## config.mk

```make
export PLATFORM = sky130hd
export DESIGN_NAME = ssd_decoder
export DESIGN_NICKNAME = d
export VERILOG_FILES = /design/src/core/ssd_pkg.sv /design/src/core/ssd_decoder.sv /design/src/core/ssd_setcc.sv
export VERILOG_INCLUDE_DIRS = /design/src /design/src/core
export SDC_FILE = /design/constraint.sdc
export NUM_CORES = 1
export LEC_CHECK = 0
export BUFFER_PORTS_ARGS = -buffer_cell sky130_fd_sc_hd__buf_2
export CAP_MARGIN = 20
export CORE_MARGIN = 3
export CORE_UTILIZATION = 45
export CTS_CLUSTER_DIAMETER = 120
export DETAILED_ROUTE_END_ITERATION = 10
export GPL_TIMING_DRIVEN = 0
export PLACE_DENSITY_LB_ADDON = 0.05
export SLEW_MARGIN = 30
export SYNTH_ARGS = -nofsm -noshare
export SYNTH_HDL_FRONTEND = slang
export SYNTH_SLANG_ARGS = --single-unit
```

## constraint.sdc

```tcl
create_clock -name CLK -period 6 [get_ports CLK]
set_input_delay 0.3 -clock CLK [delete_from_list [all_inputs] [get_ports CLK]]
set_output_delay 0.3 -clock CLK [all_outputs]
set_load 0.01 [all_outputs]
```

## src/core/ssd_regs.svh

```systemverilog
`ifndef SSD_REGS_SVH
`define SSD_REGS_SVH

// ****************************************************************
// opcode and field patterns (D0/D2/C0/18/1A/1C/AE match upper 7 bits, 80 upper 6 bits, 0F and 0F second bytes whole byte)
// ****************************************************************
`define SSD_OP_SHIFT_ONE      8'hD0
`define SSD_OP_SHIFT_CNT      8'hD2
`define SSD_OP_SHIFT_IMM      8'hC0
`define SSD_OP_SUBB_TO_RM     8'h18
`define SSD_OP_SUBB_TO_REG    8'h1A
`define SSD_OP_SUBB_ACC       8'h1C
`define SSD_OP_GRP_IMM        8'h80
`define SSD_OP_SCAN           8'hAE
`define SSD_OP_ESCAPE         8'h0F
`define SSD_OP2_SET_BELOW     8'h92
`define SSD_OP2_SET_EQUAL     8'h94
`define SSD_OP2_SET_BELOW_EQ  8'h96
`define SSD_REG_SHIFT_ARITH   3'h7
`define SSD_REG_SUBB          3'h3
`define SSD_REG_SETCC         3'h0
`define SSD_MOD_REGISTER      2'h3

`endif

```

## src/core/ssd_pkg.sv

```systemverilog
package ssd_pkg;

  typedef enum logic [3:0] {
    SSD_OP_NONE      = 4'h0,
    SSD_OP_ARSH_ONE   = 4'h1,
    SSD_OP_ARSH_COUNT = 4'h2,
    SSD_OP_ARSH_IMM   = 4'h3,
    SSD_OP_SUBB_RM    = 4'h4,
    SSD_OP_SUBB_REG   = 4'h5,
    SSD_OP_SUBB_IMM   = 4'h6,
    SSD_OP_SUBB_ACC   = 4'h7,
    SSD_OP_SCAN      = 4'h8,
    SSD_OP_SET_B     = 4'h9,
    SSD_OP_SET_BE    = 4'hA,
    SSD_OP_SET_E     = 4'hB
  } ssd_op_t;

  typedef enum logic [1:0] {
    SSD_ST_OPCODE = 2'b00,
    SSD_ST_ESCAPE = 2'b01,
    SSD_ST_MODRM  = 2'b11
  } ssd_state_t;

  typedef struct packed {
    ssd_op_t    op;
    logic       wide;
    logic       has_modrm;
    logic [1:0] mod_field;
    logic [2:0] reg_field;
    logic [2:0] rm_field;
    logic       dest_is_mem;
    logic       use_count_low;
    logic       imm_byte;
    logic       imm_sign_ext;
    logic       imm_full;
    logic       is_setcc;
    logic       illegal;
  } ssd_decode_t;

  typedef struct packed {
    logic carry;
    logic zero;
  } ssd_flags_t;

endpackage

```

## src/core/ssd_decoder.sv

```systemverilog
`timescale 1ns/10ps
`include "ssd_regs.svh"

// Functional notes
// - D0/D1 with reg 111 is arithmetic right shift by one, reg or memory.
// - D2/D3 with reg 111 shifts right arithmetically by count register low.
// - C0/C1 with reg 111 shifts by one immediate byte after addressing.
// - 18/19 is borrow-subtract to r/m (memory unless mod 11); 1A/1B to register; ModRM follows.
// - 80-83 with reg 011 subtracts immediate with borrow; immediate follows.
// - 1C/1D accumulator borrow-subtract; no ModRM, immediate follows opcode.
// - AE/AF is string scan; low bit selects width; no ModRM.
// - 0F 92 with reg 000 sets byte if below (carry).
// - 0F 96 with reg 000 sets byte if below or equal.
// - 0F 94 with reg 000 sets byte if equal (zero).

module ssd_decoder
  import ssd_pkg::*;
(
  CLK,
  RSTN,
  BYTE_VALID,
  BYTE_IN,
  BYTE_READY,
  FLAGS,
  DEC_VALID,
  DEC_OUT,
  SET_VALID,
  SET_BYTE,
  FLAGS_WRITE
);
  input  wire logic        CLK;
  input  wire logic        RSTN;
  input  wire logic        BYTE_VALID;
  input  wire logic [7:0]  BYTE_IN;
  output logic             BYTE_READY;
  input  wire ssd_flags_t  FLAGS;
  output logic             DEC_VALID;
  output ssd_decode_t      DEC_OUT;
  output logic             SET_VALID;
  output logic [7:0]       SET_BYTE;
  output logic             FLAGS_WRITE;

  ssd_state_t  state_r;
  ssd_state_t  state_nxt;
  ssd_decode_t pend_r;
  ssd_decode_t pend_nxt;
  ssd_decode_t out_r;
  ssd_decode_t out_nxt;
  logic        valid_r;
  logic        valid_nxt;
  logic        take;

  // ****************************************************************
  // helpers
  // ****************************************************************
  function automatic logic match7(input logic [7:0] b, input logic [7:0] pat);
    match7 = (b[7:1] == pat[7:1]);
  endfunction

  function automatic ssd_decode_t blank();
    ssd_decode_t d;
    d    = '0;
    d.op = SSD_OP_NONE;
    blank = d;
  endfunction

  // ****************************************************************
  // decode state machine
  // ****************************************************************
  assign take = BYTE_VALID;

  always_comb begin
    ssd_decode_t d;
    d         = blank();
    state_nxt = state_r;
    pend_nxt  = pend_r;
    out_nxt   = out_r;
    valid_nxt = 1'b0;
    if (take) begin
      case (state_r)
        SSD_ST_OPCODE: begin
          d.wide = BYTE_IN[0];
          if (match7(BYTE_IN, `SSD_OP_SHIFT_ONE) || match7(BYTE_IN, `SSD_OP_SHIFT_CNT)
              || match7(BYTE_IN, `SSD_OP_SHIFT_IMM)) begin
            d.has_modrm     = 1'b1;
            d.op            = match7(BYTE_IN, `SSD_OP_SHIFT_ONE) ? SSD_OP_ARSH_ONE :
                              match7(BYTE_IN, `SSD_OP_SHIFT_CNT) ? SSD_OP_ARSH_COUNT :
                              SSD_OP_ARSH_IMM;
            d.use_count_low = match7(BYTE_IN, `SSD_OP_SHIFT_CNT);
            d.imm_byte      = match7(BYTE_IN, `SSD_OP_SHIFT_IMM);
            pend_nxt        = d;
            state_nxt       = SSD_ST_MODRM;
          end else if (match7(BYTE_IN, `SSD_OP_SUBB_TO_RM)
                       || match7(BYTE_IN, `SSD_OP_SUBB_TO_REG)) begin
            d.has_modrm = 1'b1;
            d.op        = match7(BYTE_IN, `SSD_OP_SUBB_TO_RM) ? SSD_OP_SUBB_RM
                                                               : SSD_OP_SUBB_REG;
            pend_nxt    = d;
            state_nxt   = SSD_ST_MODRM;
          end else if (BYTE_IN[7:2] == 6'(`SSD_OP_GRP_IMM >> 2)) begin
            d.has_modrm    = 1'b1;
            d.op           = SSD_OP_SUBB_IMM;
            d.imm_sign_ext = BYTE_IN[1] & BYTE_IN[0];
            d.imm_byte     = ~BYTE_IN[0] | BYTE_IN[1];
            d.imm_full     = BYTE_IN[0] & ~BYTE_IN[1];
            pend_nxt       = d;
            state_nxt      = SSD_ST_MODRM;
          end else if (match7(BYTE_IN, `SSD_OP_SUBB_ACC)) begin
            d.op        = SSD_OP_SUBB_ACC;
            d.imm_byte  = ~BYTE_IN[0];
            d.imm_full  = BYTE_IN[0];
            out_nxt     = d;
            valid_nxt   = 1'b1;
          end else if (match7(BYTE_IN, `SSD_OP_SCAN)) begin
            d.op      = SSD_OP_SCAN;
            out_nxt   = d;
            valid_nxt = 1'b1;
          end else if (BYTE_IN == `SSD_OP_ESCAPE) begin
            state_nxt = SSD_ST_ESCAPE;
          end else begin
            d.illegal = 1'b1;
            out_nxt   = d;
            valid_nxt = 1'b1;
          end
        end
        SSD_ST_ESCAPE: begin
          d.has_modrm = 1'b1;
          d.is_setcc  = 1'b1;
          if (BYTE_IN == `SSD_OP2_SET_BELOW) begin
            d.op = SSD_OP_SET_B;
          end else if (BYTE_IN == `SSD_OP2_SET_BELOW_EQ) begin
            d.op = SSD_OP_SET_BE;
          end else if (BYTE_IN == `SSD_OP2_SET_EQUAL) begin
            d.op = SSD_OP_SET_E;
          end else begin
            d.illegal = 1'b1;
          end
          if (d.illegal) begin
            out_nxt   = d;
            valid_nxt = 1'b1;
            state_nxt = SSD_ST_OPCODE;
          end else begin
            pend_nxt  = d;
            state_nxt = SSD_ST_MODRM;
          end
        end
        SSD_ST_MODRM: begin
          d             = pend_r;
          d.mod_field   = BYTE_IN[7:6];
          d.reg_field   = BYTE_IN[5:3];
          d.rm_field    = BYTE_IN[2:0];
          d.dest_is_mem = (BYTE_IN[7:6] != `SSD_MOD_REGISTER)
                          && (pend_r.op != SSD_OP_SUBB_REG);
          case (pend_r.op)
            SSD_OP_ARSH_ONE, SSD_OP_ARSH_COUNT, SSD_OP_ARSH_IMM:
              d.illegal = (BYTE_IN[5:3] != `SSD_REG_SHIFT_ARITH);
            SSD_OP_SUBB_IMM:
              d.illegal = (BYTE_IN[5:3] != `SSD_REG_SUBB);
            SSD_OP_SET_B, SSD_OP_SET_BE, SSD_OP_SET_E:
              d.illegal = (BYTE_IN[5:3] != `SSD_REG_SETCC);
            default:
              d.illegal = 1'b0;
          endcase
          out_nxt   = d;
          valid_nxt = 1'b1;
          state_nxt = SSD_ST_OPCODE;
        end
        default: begin
          state_nxt = SSD_ST_OPCODE;
        end
      endcase
    end
  end

  always_ff @(posedge CLK or negedge RSTN) begin
    if (!RSTN) begin
      state_r <= SSD_ST_OPCODE;
      pend_r  <= '0;
      out_r   <= '0;
      valid_r <= 1'b0;
    end else begin
      state_r <= state_nxt;
      pend_r  <= pend_nxt;
      out_r   <= out_nxt;
      valid_r <= valid_nxt;
    end
  end

  // ****************************************************************
  // set-byte result path
  // ****************************************************************
  ssd_setcc u_setcc (
    .clk          (CLK),
    .rstn         (RSTN),
    .op           (out_r.op),
    .fire         (valid_r & ~out_r.illegal),
    .flags        (FLAGS),
    .result_valid (SET_VALID),
    .result_byte  (SET_BYTE)
  );

  assign BYTE_READY = 1'b1;
  assign DEC_VALID  = valid_r;
  assign DEC_OUT    = out_r;
  assign FLAGS_WRITE = valid_r & ~out_r.illegal & ~out_r.is_setcc & (out_r.op != SSD_OP_NONE);

endmodule

```

## src/core/ssd_setcc.sv

```systemverilog
`timescale 1ns/10ps
`include "ssd_regs.svh"

module ssd_setcc
  import ssd_pkg::*;
(
  input  wire logic       clk,
  input  wire logic       rstn,
  input  wire ssd_op_t    op,
  input  wire logic       fire,
  input  wire ssd_flags_t flags,
  output logic            result_valid,
  output logic [7:0]      result_byte
);

  logic       valid_r;
  logic       valid_nxt;
  logic [7:0] byte_r;
  logic [7:0] byte_nxt;
  logic       cond;

  // ****************************************************************
  // condition evaluation
  // ****************************************************************
  // one or zero
  always_comb begin
    cond = 1'b0;
    case (op)
      SSD_OP_SET_B:  cond = flags.carry;
      SSD_OP_SET_BE: cond = flags.carry | flags.zero;
      SSD_OP_SET_E:  cond = flags.zero;
      default:       cond = 1'b0;
    endcase
    valid_nxt = fire && (op == SSD_OP_SET_B || op == SSD_OP_SET_BE || op == SSD_OP_SET_E);
    byte_nxt  = valid_nxt ? {7'h00, cond} : byte_r;
  end

  always_ff @(posedge clk or negedge rstn) begin
    if (!rstn) begin
      valid_r <= 1'b0;
      byte_r  <= 8'h00;
    end else begin
      valid_r <= valid_nxt;
      byte_r  <= byte_nxt;
    end
  end

  assign result_valid = valid_r;
  assign result_byte  = byte_r;

endmodule

```

# Word-level counts from Yosys, hierarchy flattened
# Index checks and enable logic that the tools add are counted.
[totals] regBits=37 in_bits=13 out_inout_bits=33
[op_classes] eq_ne=38 muxes=43 bitwise=11 n_reduce_logical=17
[ops] operator="$mux 21" count=11
[ops] operator="$pmux 21 s3" count=1
[ops] operator="$pmux 21 s2" count=1
[ops] operator="$eq 7x7->1 const B" count=4
[ops] operator="$eq 4x4->1 const B" count=6
[ops] operator="$eq 8x8->1 const B" count=3
[ops] operator="$eq 7x4->1 const B" count=3
[ops] operator="$mux 2" count=8
[ops] operator="$mux 1" count=15
[ops] operator="$ne 5x5->1 const B" count=3
[ops] operator="$mux 4" count=3
[ops] operator="$ne 2x2->1 const B" count=6
[ops] operator="$pmux 1 s3" count=3
[ops] operator="$eq 4x2->1 const B" count=2
[ops] operator="$eq 8x4->1 const B" count=1
[ops] operator="$ne 4x4->1 const B" count=2
[ops] operator="$reduce_and 4->1" count=2
[ops] operator="$reduce_and 7->1" count=1
[ops] operator="$eq 6x6->1 const B" count=1
[ops] operator="$reduce_bool 3->1" count=2
[ops] operator="$reduce_or 3->1" count=2
[ops] operator="$and 1x1->1" count=5
[ops] operator="$logic_or 1x1->1" count=5
[ops] operator="$eq 4x1->1 const B" count=1
[ops] operator="13 further kinds" count=18

# Logic depth before layout (Yosys ltp)
# Gate-level depths: netlist (run 1).
[logic_depth] ltp_word=9 mapped_depth=7 mapped_depth_nobuf=5

# Cells and area by module
# A second synthesis (run 1) with hierarchy kept.
[unflattened] cells_unflattened=223 hier_area_um2=2045.7
[modules_own_cells] mod="ssd_decoder" instances=1 cells_per_inst=207 area_per_inst_um2=1888.1 seq_area_each_um2=875.8
[modules_own_cells] mod="ssd_setcc" instances=1 cells_per_inst=16 area_per_inst_um2=157.7 seq_area_each_um2=50.0

# Least setup slack after synthesis (run 1)
# OpenSTA, ideal clock, no wires.
[synth_path] kind="in2reg" startpoint="input BYTE_IN[3]" endpoint="register out_r, in the netlist DEC_OUT[16]" setup_time_ps=125 arrival_ps=1944 path_slack_ps=3930 stages=7 cell_sequence="buf_2 -> or3b_1 -> a2111oi_4 -> nor2_2 -> o2111a_2 -> buf_6 -> mux2_4"
[synth_via] elab_chain_cells=8 word_cells_on_any_way=32
[synth_rtl] item="start: declaration" line_no="ssd_decoder.sv:34" rtl="input wire logic [7:0] BYTE_IN;"
[synth_rtl] item="$eq 8x8->1 (no line)"
[synth_rtl] item="$mux 1" line_no="ssd_decoder.sv:133" rtl="end else if (BYTE_IN == `SSD_OP2_SET_EQUAL) begin"
[synth_rtl] item="$mux 1" line_no="ssd_decoder.sv:131" rtl="end else if (BYTE_IN == `SSD_OP2_SET_BELOW_EQ) begin"
[synth_rtl] item="$mux 1" line_no="ssd_decoder.sv:129" rtl="if (BYTE_IN == `SSD_OP2_SET_BELOW) begin"
[synth_rtl] item="$mux 1" line_no="ssd_decoder.sv:80" rtl="case (state_r)"
[synth_rtl] item="$mux 1" line_no="ssd_decoder.sv:79" rtl="if (take) begin"
[synth_rtl] item="$ne 2x2->1 (no line)"
[synth_rtl] item="$reduce_and 7->1 (no line)"
[synth_rtl] item="end signal: assignment" line_no="ssd_decoder.sv:184" rtl="out_r <= out_nxt;"
[synth_rtl] item="end: declaration" line_no="ssd_decoder.sv:47" rtl="ssd_decode_t out_r;"
# Parallel ways exist; a longest one is shown, timed or not. The select of a mux whose other input is x is not followed.
# A chain may end at the register's enable or synchronous reset.

# Worst setup path in the final report (run 1)
[layout_path] startpoint="register state_r[1]" endpoint="register pend_r[3] (netlist name)"
[layout_via] elab_chain_cells=3 word_cells_on_any_way=7
[layout_rtl] item="start: declaration" line_no="ssd_decoder.sv:43" rtl="ssd_state_t state_r;"
[layout_rtl] item="start signal: assignment" line_no="ssd_decoder.sv:182" rtl="state_r <= state_nxt;"
[layout_rtl] item="$eq 2x1->1 / $logic_not 2->1 (equally long branches)" line_no="ssd_decoder.sv:80"
[layout_rtl] item="$ne 2x2->1 (no line) (tied with other cells)"
[layout_rtl] item="$reduce_and 4->1 (no line)"
[layout_rtl] item="end signal: assignment" line_no="ssd_decoder.sv:183" rtl="pend_r <= pend_nxt;"
[layout_rtl] item="end: declaration" line_no="ssd_decoder.sv:45" rtl="ssd_decode_t pend_r;"
# Parallel ways exist; a longest one is shown, timed or not.

==> impl_metrics.toml, run 1 <==
[final_layout]
nets = 266
fin_util_pct = 56.9
multi_input_area_sq_um = 975
drive_gt1_share_pct = 29.6
areaGrowthSynthToFinish_pct = 16.1
fill_cells = 407
seq_area_sq_um = 926
num_antenna_cells = 0

[route]
drt_iter0_markers = 86
wl_per_cell_um = 14.8
drtPass1Iterations = 4
dr_total_vias = 1571
viasPerCell = 5.18
postRouteAntennaNets = 0
routed_wl_um = 4490
drc = 0

[clock_network]
clk_root_buffer_cell = "clkbuf_8"
ctsHoldBuffers = 0
cts_tree = "yes"
cts_max_path_buffers = 2
cts_buffers = 5
post_cts_resized = 0
postCtsSetupRepairBufs = 0
clock-sinks = 37
clk_latency_ps = 290
path_clk_slew_ps = 80
htree_levels = 2

[job]
max_cap_viol_count = 0

[setup_path]
required_ps = 6170
r2r_slack_ps = 3600
critPathKind = "reg -> reg"
cp.arrival_ps = 2580
max_stage_delay_ps = 610
crit_slowest_cell = "nor4bb_1"
worstPathMaxFanout = 10
critPathLaunchType = "flop"
cp_cell_sequence = "nand2b_1 -> nor4bb_1 -> nand3_1 -> o21ai_2 -> mux2_2"
crit_family = "simple AND/OR/NAND/NOR gates"
endpoint_kind = "flop"
timing.critical_path.buf_inv = 0

[die]
die_area_sq_um = 5420
core_sq_um = 4200
pin_count = 46
die_h_um = 73.7
die_x_um = 73.7
initial_core_util_pct = 49.0
fp-row-count = 23

[synth]
synth_top_area_share_pct = 45.0
ys_types = 43
yosys_warnings = 0
synth_cells = 208
syn-cell-area_sq_um = 2060
synthTopCellsByArea = "dfrtp_1 45%, mux2i_1 6.3%, nand2_1 5.8%"
yosysSeqAreaShare_pct = 45.0
synth-seq-cells = 37
yosys.area.top_type = "dfrtp_1"
syn_area_per_cell_sq_um = 9.90

[placement]
port_buffers = 32
gp_congestion = 0.824
post-dp-hpwl_um = 3300

[timing]
slew_viol_final = 0
setup_viol = 0
timing.fmax_mhz = 416
final.min_clock_period_ps = 2400
finalCritPeriodShare_pct = 40.1
clock_skew_ps = 11.4
finalHoldViolCount = 0
max-slew-margin-rel_pct = 44.0
worstMarginPinSlew_ps = 841
setup-tns-final_ps = 0
rsz0062_at_grt = "false"

[power_and_ir_drop]
vdd_drop_max_uv = 93.1
power_density_nw_per_um2 = 224
leakagePower_nw = 1.20

[outcome]
status = "finished clean"

[global_route]
grt_pass1_wl_um = 7580
grt.overflow.total = 0
grt_use_total_pct = 18.5
first_global_vias = 1494
grt_max_degree = 38
antenna_found_initial = 0

[worst_hold_path]
hold_path.class = "in -> async"
## flip-flops by register name, summed over array words and instances (netlist names)
register              count
state_r                   2
u_setcc.result_valid      1
DEC_VALID                 1
DEC_OUT                  21
u_setcc.result_byte       1
pend_r                   11
## synth_stat cells, drive strengths merged
cell type and n:
nor3 7, a21oi 5, o2111ai 1, o41ai 1, nand3b 2, a21o 3, mux2i 13, o2111a 1
or3b 1, inv 17, nand2b 5, or3 1, nor2 5, xor2 1, and3 3, nand4b 1
o211ai 3, nand2 32, conb 2, nor4b 3, nor4bb 1, dfrtp 37, and4b 1, o31ai 1
a22oi 1, and2 1, clkbuf 5, and3b 1, mux2 16, or2 3, o21ai 9, a2111oi 1
nor2b 1, nand4bb 1, nor4 1, a41oi 1, nand3 6, buf 14
## worst paths after layout
kind | startpoint | to | depth (start not counted)
max in group asynchronous | RSTN | DEC_OUT[16] | 1
worst min register to register | pend_r[15] | pend_r[15] | 1
worst max-delay path | state_r[1] | pend_r[3] | 5
worst max register to register | state_r[1] | pend_r[3] | 5
worst min-delay path | RSTN | DEC_OUT[9] | 1
min in group CLK | BYTE_IN[3] | DEC_OUT[10] | 3
## layout by cell type (no fill, tap or decap), types with 7 or more instances in the layout
cell     instances
dfrtp_1         37
buf_2           36
nand2_1         32
inv_1           17
mux2i_1         13
buf_4            9
mux2_2           9
o21ai_0          8
conb_1           8
nor3_1           7
mux2_4           7
## cell families (layout without fill, tap and decap cells)
kind of cell | after synthesis | after routing | synth area share [%]
muxes | 29 | 29 | 16.3
and+or+nand+nor | 76 | 76 | 19.4
DFF | 37 | 37 | 45.0
buffers and inverters | 36 | 75 | 8.81
other | 2 | 8 | 0.365
xor gates and xnor gates | 1 | 1 | 0.425
AOI/OAI and AO/OA | 27 | 27 | 9.72
## layer usage
layer	vias up	track usage [%]	share of wire [%]
li1	782	-	-
met1	737	25.2	47
met2	47	28.9	45
met3	5	4.51	6.3
met4	0	5.43	1.3
met5	-	0	0
## per-stage QoR
stage	hold WS, ps	instance area [sq um]	worst slack (ps)	cells	total power (W)
after global routing	171	2390	3470	303	0.000561
final	100	2390	3600	303	0.000535
after global placement	449	2300	3620	296	0.000363
after CTS	140	2390	3580	303	0.000540
after floorplan	4.41	2080	3930	214	0.000338
after detailed placement	453	2300	3620	296	0.000364
## report_power, final
group	total (W)	internal, W	leakage [nW]	switching, W
logic	0.0000768	0.0000356	0.671	0.0000412
registers	0.000282	0.000267	0.485	0.0000149
clock network	0.000176	0.0000911	0.0443	0.0000852
## layout make-up
type	count	area share (%)
sequential	37	38.7
buffer	19	4.92
tap	50	2.62
inverter	17	2.67
clock buffer	7	3.61
multi-input combinational	141	40.8
timing repair buffer	32	6.70
Note: power is estimated with default switching activity, not from simulation.
==> run 2, diff against run 1 <==
==> constraint.sdc (replaced) <==
create_clock -name CLK -period 2.2 [get_ports CLK]
set_input_delay 0.11 -clock CLK [delete_from_list [all_inputs] [get_ports CLK]]
set_output_delay 0.11 -clock CLK [all_outputs]
set_load 0.01 [all_outputs]
==> impl_metrics.toml, run 2 (synthesis gave the netlist of run 1 again) <==
[timing]
slew_viol_final = 0
finalHoldViolCount = 0
fin_ws_ps = 134
setup_viol = 0
setup-tns-final_ps = 0
max-slew-margin-rel_pct = 43.5
clock_skew_ps = 7.33
rsz0062_at_grt = "false"
worstMarginPinSlew_ps = 847
timing.fmax_mhz = 484
finalCritPeriodShare_pct = 93.9
final.min_clock_period_ps = 2070

[final_layout]
final_common_cell = "dfrtp_1"
num_antenna_cells = 0
largest_reg_flops = 21
stdcell_area_sq_um = 2430
nets = 267
drive_gt1_share_pct = 30.3
areaGrowthSynthToFinish_pct = 17.8
final_cell_mix = "37 x dfrtp_1, 36 x buf_2, 32 x nand2_1"
finalNonFillerCells = 304

[global_route]
antenna_found_initial = 0
grt_max_degree = 38
first_global_vias = 1504
grt_use_total_pct = 18.5
grt.overflow.total = 0
met1_usage_pct = 25.3
grt-busiest-layer = "met2"
grt_pass1_wl_um = 7600
met3_usage_pct = 4.51
use_met2_pct = 28.8

[worst_hold_path]
hold_path.class = "in -> reg"

[route]
postRouteAntennaNets = 0
wl_per_cell_um = 14.9
routed_wl_um = 4540
viasPerCell = 5.22
drt_iter0_markers = 84
dr_total_vias = 1588
drc = 0
drtPass1Iterations = 4

[clock_network]
clock-sinks = 37
cts_buffers = 5
cts_max_path_buffers = 2
clk_latency_ps = 290
clk_root_buffer_cell = "clkbuf_8"
path_clk_slew_ps = 70
postCtsSetupRepairBufs = 0
cts_tree = "yes"
htree_levels = 2

[die]
pin_count = 46
die_x_um = 73.7
core_sq_um = 4200
initial_core_util_pct = 49.0
fp-row-count = 23
die_area_sq_um = 5420
die_h_um = 73.7

[power_and_ir_drop]
power_density_nw_per_um2 = 602
leakagePower_nw = 1.22
p_total_w = 0.00146
vdd_drop_max_uv = 247

[placement]
port_buffers = 32
post-place-ws_ps = -181
gp_congestion = 0.824
placed_area_sq_um = 2300
placed_cells = 296
post-dp-hpwl_um = 3300

[job]
max_cap_viol_count = 0

[setup_path]
required_ps = 2370
cp_cell_sequence = "nand2b_2 -> nor4bb_4 -> nand3_1 -> o21ai_4 -> mux2_2"
crit_slowest_cell = "dfrtp_1"
endpoint_kind = "flop"
max_stage_delay_ps = 440
critPathLaunchType = "flop"
worstPathMaxFanout = 10
cp.arrival_ps = 2240
critPathKind = "reg -> reg"

[outcome]
status = "finished clean"
==> run 2: changes by cell type in the layout (fill, tap and decap cells not counted), sizes merged <==
cell         before  now
dlygate4sd3       0    1
==> run 2: power by group <==
group | total [W] | internal [W] | leakage, nW | switching [W]
combinational | 0.000215 | 0.0000996 | 0.689 | 0.000115
clock | 0.000476 | 0.000248 | 0.0443 | 0.000228
sequential | 0.000769 | 0.000729 | 0.485 | 0.0000405
total | 0.00146 | 0.00108 | 1.22 | 0.000383
==> run 2: layout make-up <==
class,instances,area [sq um]
Tap cell,50,62.6
Inverter,17,63.8
Sequential cell,37,926
Fill cell,400,1780
Clock buffer,7,86.3
Multi-Input combinational cell,141,1000
Timing Repair Buffer,33,170
Buffer,19,118
==> run 2: per-layer routing <==
| metal | part of all wire, % | vias up |
|---|---|---|
| met5 | 0 | - |
| met4 | 1.3 | 0 |
| met3 | 6.5 | 5 |
| met2 | 45 | 55 |
| met1 | 47 | 746 |
| li1 | - | 782 |
==> run 2: repair_timing <==
item	4_1_cts	5_1_grt
setup endpoints to repair	24	14
pin swaps	0	0
gates resized for setup	2	2
endpoints found under the hold margin	37	0
hold buffers	1	0
cloned	0	0
==> run 2: final timing paths <==
check | start | to | slack [ps] | cells after the start
max | state_r[1] | pend_r[3] | 130 | 5
max in group asynchronous | RSTN | DEC_OUT[16] | 1200 | 2
min | BYTE_IN[7] | DEC_OUT[14] | 130 | 3
max reg2reg | state_r[1] | pend_r[3] | 130 | 5
min in group asynchronous | RSTN | DEC_OUT[9] | 460 | 2
min reg2reg | pend_r[15] | pend_r[15] | 470 | 1
==> run 2: stage by stage <==
step	hold slack (ps)	util (%)
3_5_place_dp	267	54.9
3_3_place_gp	259	54.9
5_1_grt	135	57.7
4_1_cts	121	57.5
2_1_floorplan	-186	-
6_report	129	57.7
==> run 2: critical path: cells and delay by family (launching register included) <==
kind            cells  cell delay [ps]
compound gates      1              210
simple gates        3              910
mux                 1              380
flops               1              440
==> run 3, diff against run 2 <==
--- a/config.mk
+++ b/config.mk
@@ -6,6 +6,7 @@
 export SDC_FILE = /design/constraint.sdc
 export NUM_CORES = 1
 export LEC_CHECK = 0
+export ABC_AREA = 1
 export BUFFER_PORTS_ARGS = -buffer_cell sky130_fd_sc_hd__buf_2
 export CAP_MARGIN = 20
 export CORE_MARGIN = 3
@@ -14,6 +15,7 @@
 export DETAILED_ROUTE_END_ITERATION = 10
 export GPL_TIMING_DRIVEN = 0
 export PLACE_DENSITY_LB_ADDON = 0.05
+export SETUP_SLACK_MARGIN = 0.1
 export SLEW_MARGIN = 30
 export SYNTH_ARGS = -nofsm -noshare
 export SYNTH_HDL_FRONTEND = slang
==> impl_metrics.toml, run 3 <==
[clock_network]
clk_latency_ps = 280
postCtsSetupRepairBufs = 0
cts_tree = "yes"
clk_root_buffer_cell = "clkbuf_8"
htree_levels = 2
cts_buffers = 5
clock-sinks = 37
cts_max_path_buffers = 2
path_clk_slew_ps = 70

[die]
core_sq_um = 4530
pin_count = 46
die_h_um = 75.9
die_area_sq_um = 5760
initial_core_util_pct = 48.5
die_x_um = 75.9
fp-row-count = 24

[global_route]
grt.overflow.total = 0
antenna_found_initial = 0
grt_max_degree = 38
first_global_vias = 1991
grt_use_total_pct = 19.9
grt_pass1_wl_um = 9450

[setup_path]
critPathLaunchType = "flop"
r2r_slack_ps = 550
cp.arrival_ps = 1820
endpoint_kind = "flop"
required_ps = 2370
worstPathMaxFanout = 10
critPathKind = "reg -> reg"

[placement]
post-dp-hpwl_um = 4160
gp_congestion = 0.936
port_buffers = 35

[final_layout]
drive_gt1_share_pct = 23.0
fill_cells = 455
largest_reg_flops = 21
final_common_cell = "nand2_1"
nets = 364
areaGrowthSynthToFinish_pct = 18.4
num_antenna_cells = 0
final_cell_mix = "98 x nand2_1, 41 x nand3_1, 38 x buf_2"

[power_and_ir_drop]
vdd_drop_max_uv = 445
power_density_nw_per_um2 = 1000
leakagePower_nw = 1.48

[synth]
synth-edff-count = 0
yosys.area.top_type = "dfrtp_1"
yosysMostFrequentCell = "nand2_1"
yosysSeqAreaShare_pct = 42.1
yosys_warnings = 0
synth_common_cells = "98 x nand2_1, 41 x nand3_1, 37 x dfrtp_1, 26 x inv_1, 26 x nor2_1"
async_reset_ff_share_pct = 100
syn-cell-area_sq_um = 2200
synth_cells = 302
synthTopCellsByArea = "dfrtp_1 42%, nand2_1 17%, nand3_1 9.3%"
ys_types = 31
synth_ff_type = "dfrtp_1"
synth_top_area_share_pct = 42.1
synth-seq-cells = 37
syn_area_per_cell_sq_um = 7.28

[timing]
max-slew-margin-rel_pct = 45.6
worstMarginPinSlew_ps = 816
slew_viol_final = 0
rsz0062_at_grt = "false"
clock_skew_ps = 3.84
setup_viol = 0
finalCritPeriodShare_pct = 75.1
finalHoldViolCount = 0
timing.hold.ws_ps = 80.2
final.min_clock_period_ps = 1650
setup-tns-final_ps = 0
timing.fmax_mhz = 606

[route]
drc = 0
drtPass1Iterations = 4
postRouteAntennaNets = 0
drt_iter0_markers = 98
routed_wl_um = 5390
viasPerCell = 4.91
wl_per_cell_um = 12.9
dr_total_vias = 2048

[outcome]
status = "finished clean"

[worst_hold_path]
hold_path.class = "in -> reg"

[job]
max_cap_viol_count = 0
run 3: cell count changes in the layout (fill, tap and decap cells not counted), moves of 7 or more:
| cell | previous run | this run |
|---|---|---|
| nand2_2 | 0 | 8 |
| mux2i_1 | 13 | 0 |
| mux2_2 | 9 | 0 |
| inv_1 | 17 | 26 |
| o21ai_1 | 0 | 8 |
| mux2_4 | 7 | 0 |
| nand2_1 | 32 | 98 |
| nor2_1 | 4 | 26 |
| nand3_1 | 6 | 41 |
run 3: logic make-up (layout without fill, tap and decap cells):
family	count (synthesis)	after routing	share of synthesized area (%)
simple gates	189	189	38.3
buf+inv	50	94	12.2
flops	37	37	42.1
compound gates	24	24	7.11
other cells	2	8	0.341
run 3: power breakdown:
part | switching (W) | internal (W)
clock | 0.000236 | 0.000370
sequential | 0.000143 | 0.000872
combinational | 0.000619 | 0.000368
run 3: layer usage:
| layer | part of all wire [%] | track usage (%) | routed length (um) | vias up |
|---|---|---|---|---|
| met5 | 0 | 0 | 0 | - |
| met4 | 0.15 | 4.53 | 8 | 0 |
| met3 | 5.2 | 3.67 | 283 | 2 |
| met2 | 47 | 32.4 | 2540 | 56 |
| met1 | 47 | 27.6 | 2560 | 950 |
| li1 | - | - | - | 1040 |
run 3: layout make-up:
class,count,area [sq um],share of cell area (%)
sequential,37,926,35.5
buffer,19,151,5.81
clock inverter,1,30.0,1.15
multi-input combinational,221,1030,39.5
inverter,31,116,4.47
timing repair buffer,36,185,7.11
tap,65,81.3,3.12
clock buffer,7,86.3,3.31
run 3: worst paths after layout:
path                        startpoint                     end  cells past startpoint
setup / recovery            state_r[1]               pend_r[3]                      9
hold / removal                FLAGS[1]  u_setcc.result_byte[0]                      3
setup reg to reg            state_r[1]               pend_r[3]                      9
hold reg to reg            DEC_OUT[12]             DEC_OUT[12]                      2
max in group asynchronous         RSTN              pend_r[19]                      2
min in group asynchronous         RSTN             DEC_OUT[12]                      2
run 3: metrics by stage:
step           std cells  worst slack (ps)  power, W  instance area, sq um  utilization, %
3_3_place_gp         408               591   0.00200                  2480            54.7
4_1_cts              417               530   0.00263                  2610            57.5
5_1_grt              417               397   0.00282                  2610            57.5
3_5_place_dp         408               550   0.00202                  2480            54.7
2_1_floorplan        308               827   0.00169                  2220               -
6_report             417               549   0.00261                  2610            57.5
run 3: repair_timing:
action	CTS	global route
hold buffers	1	0
hold endpoints to repair	37	0
endpoints found under the setup margin	0	0
resized for setup	0	0
run 3: worst max-delay path, stage by stage (launching register included):
cell     delay [ps]
dfrtp_1         430
inv_1           110
nand2_1          90
nor3_1          180
nand3_1         140
nand2_1         160
nand3_1         100
buf_2           200
nand2_1          80
o21ai_1          50
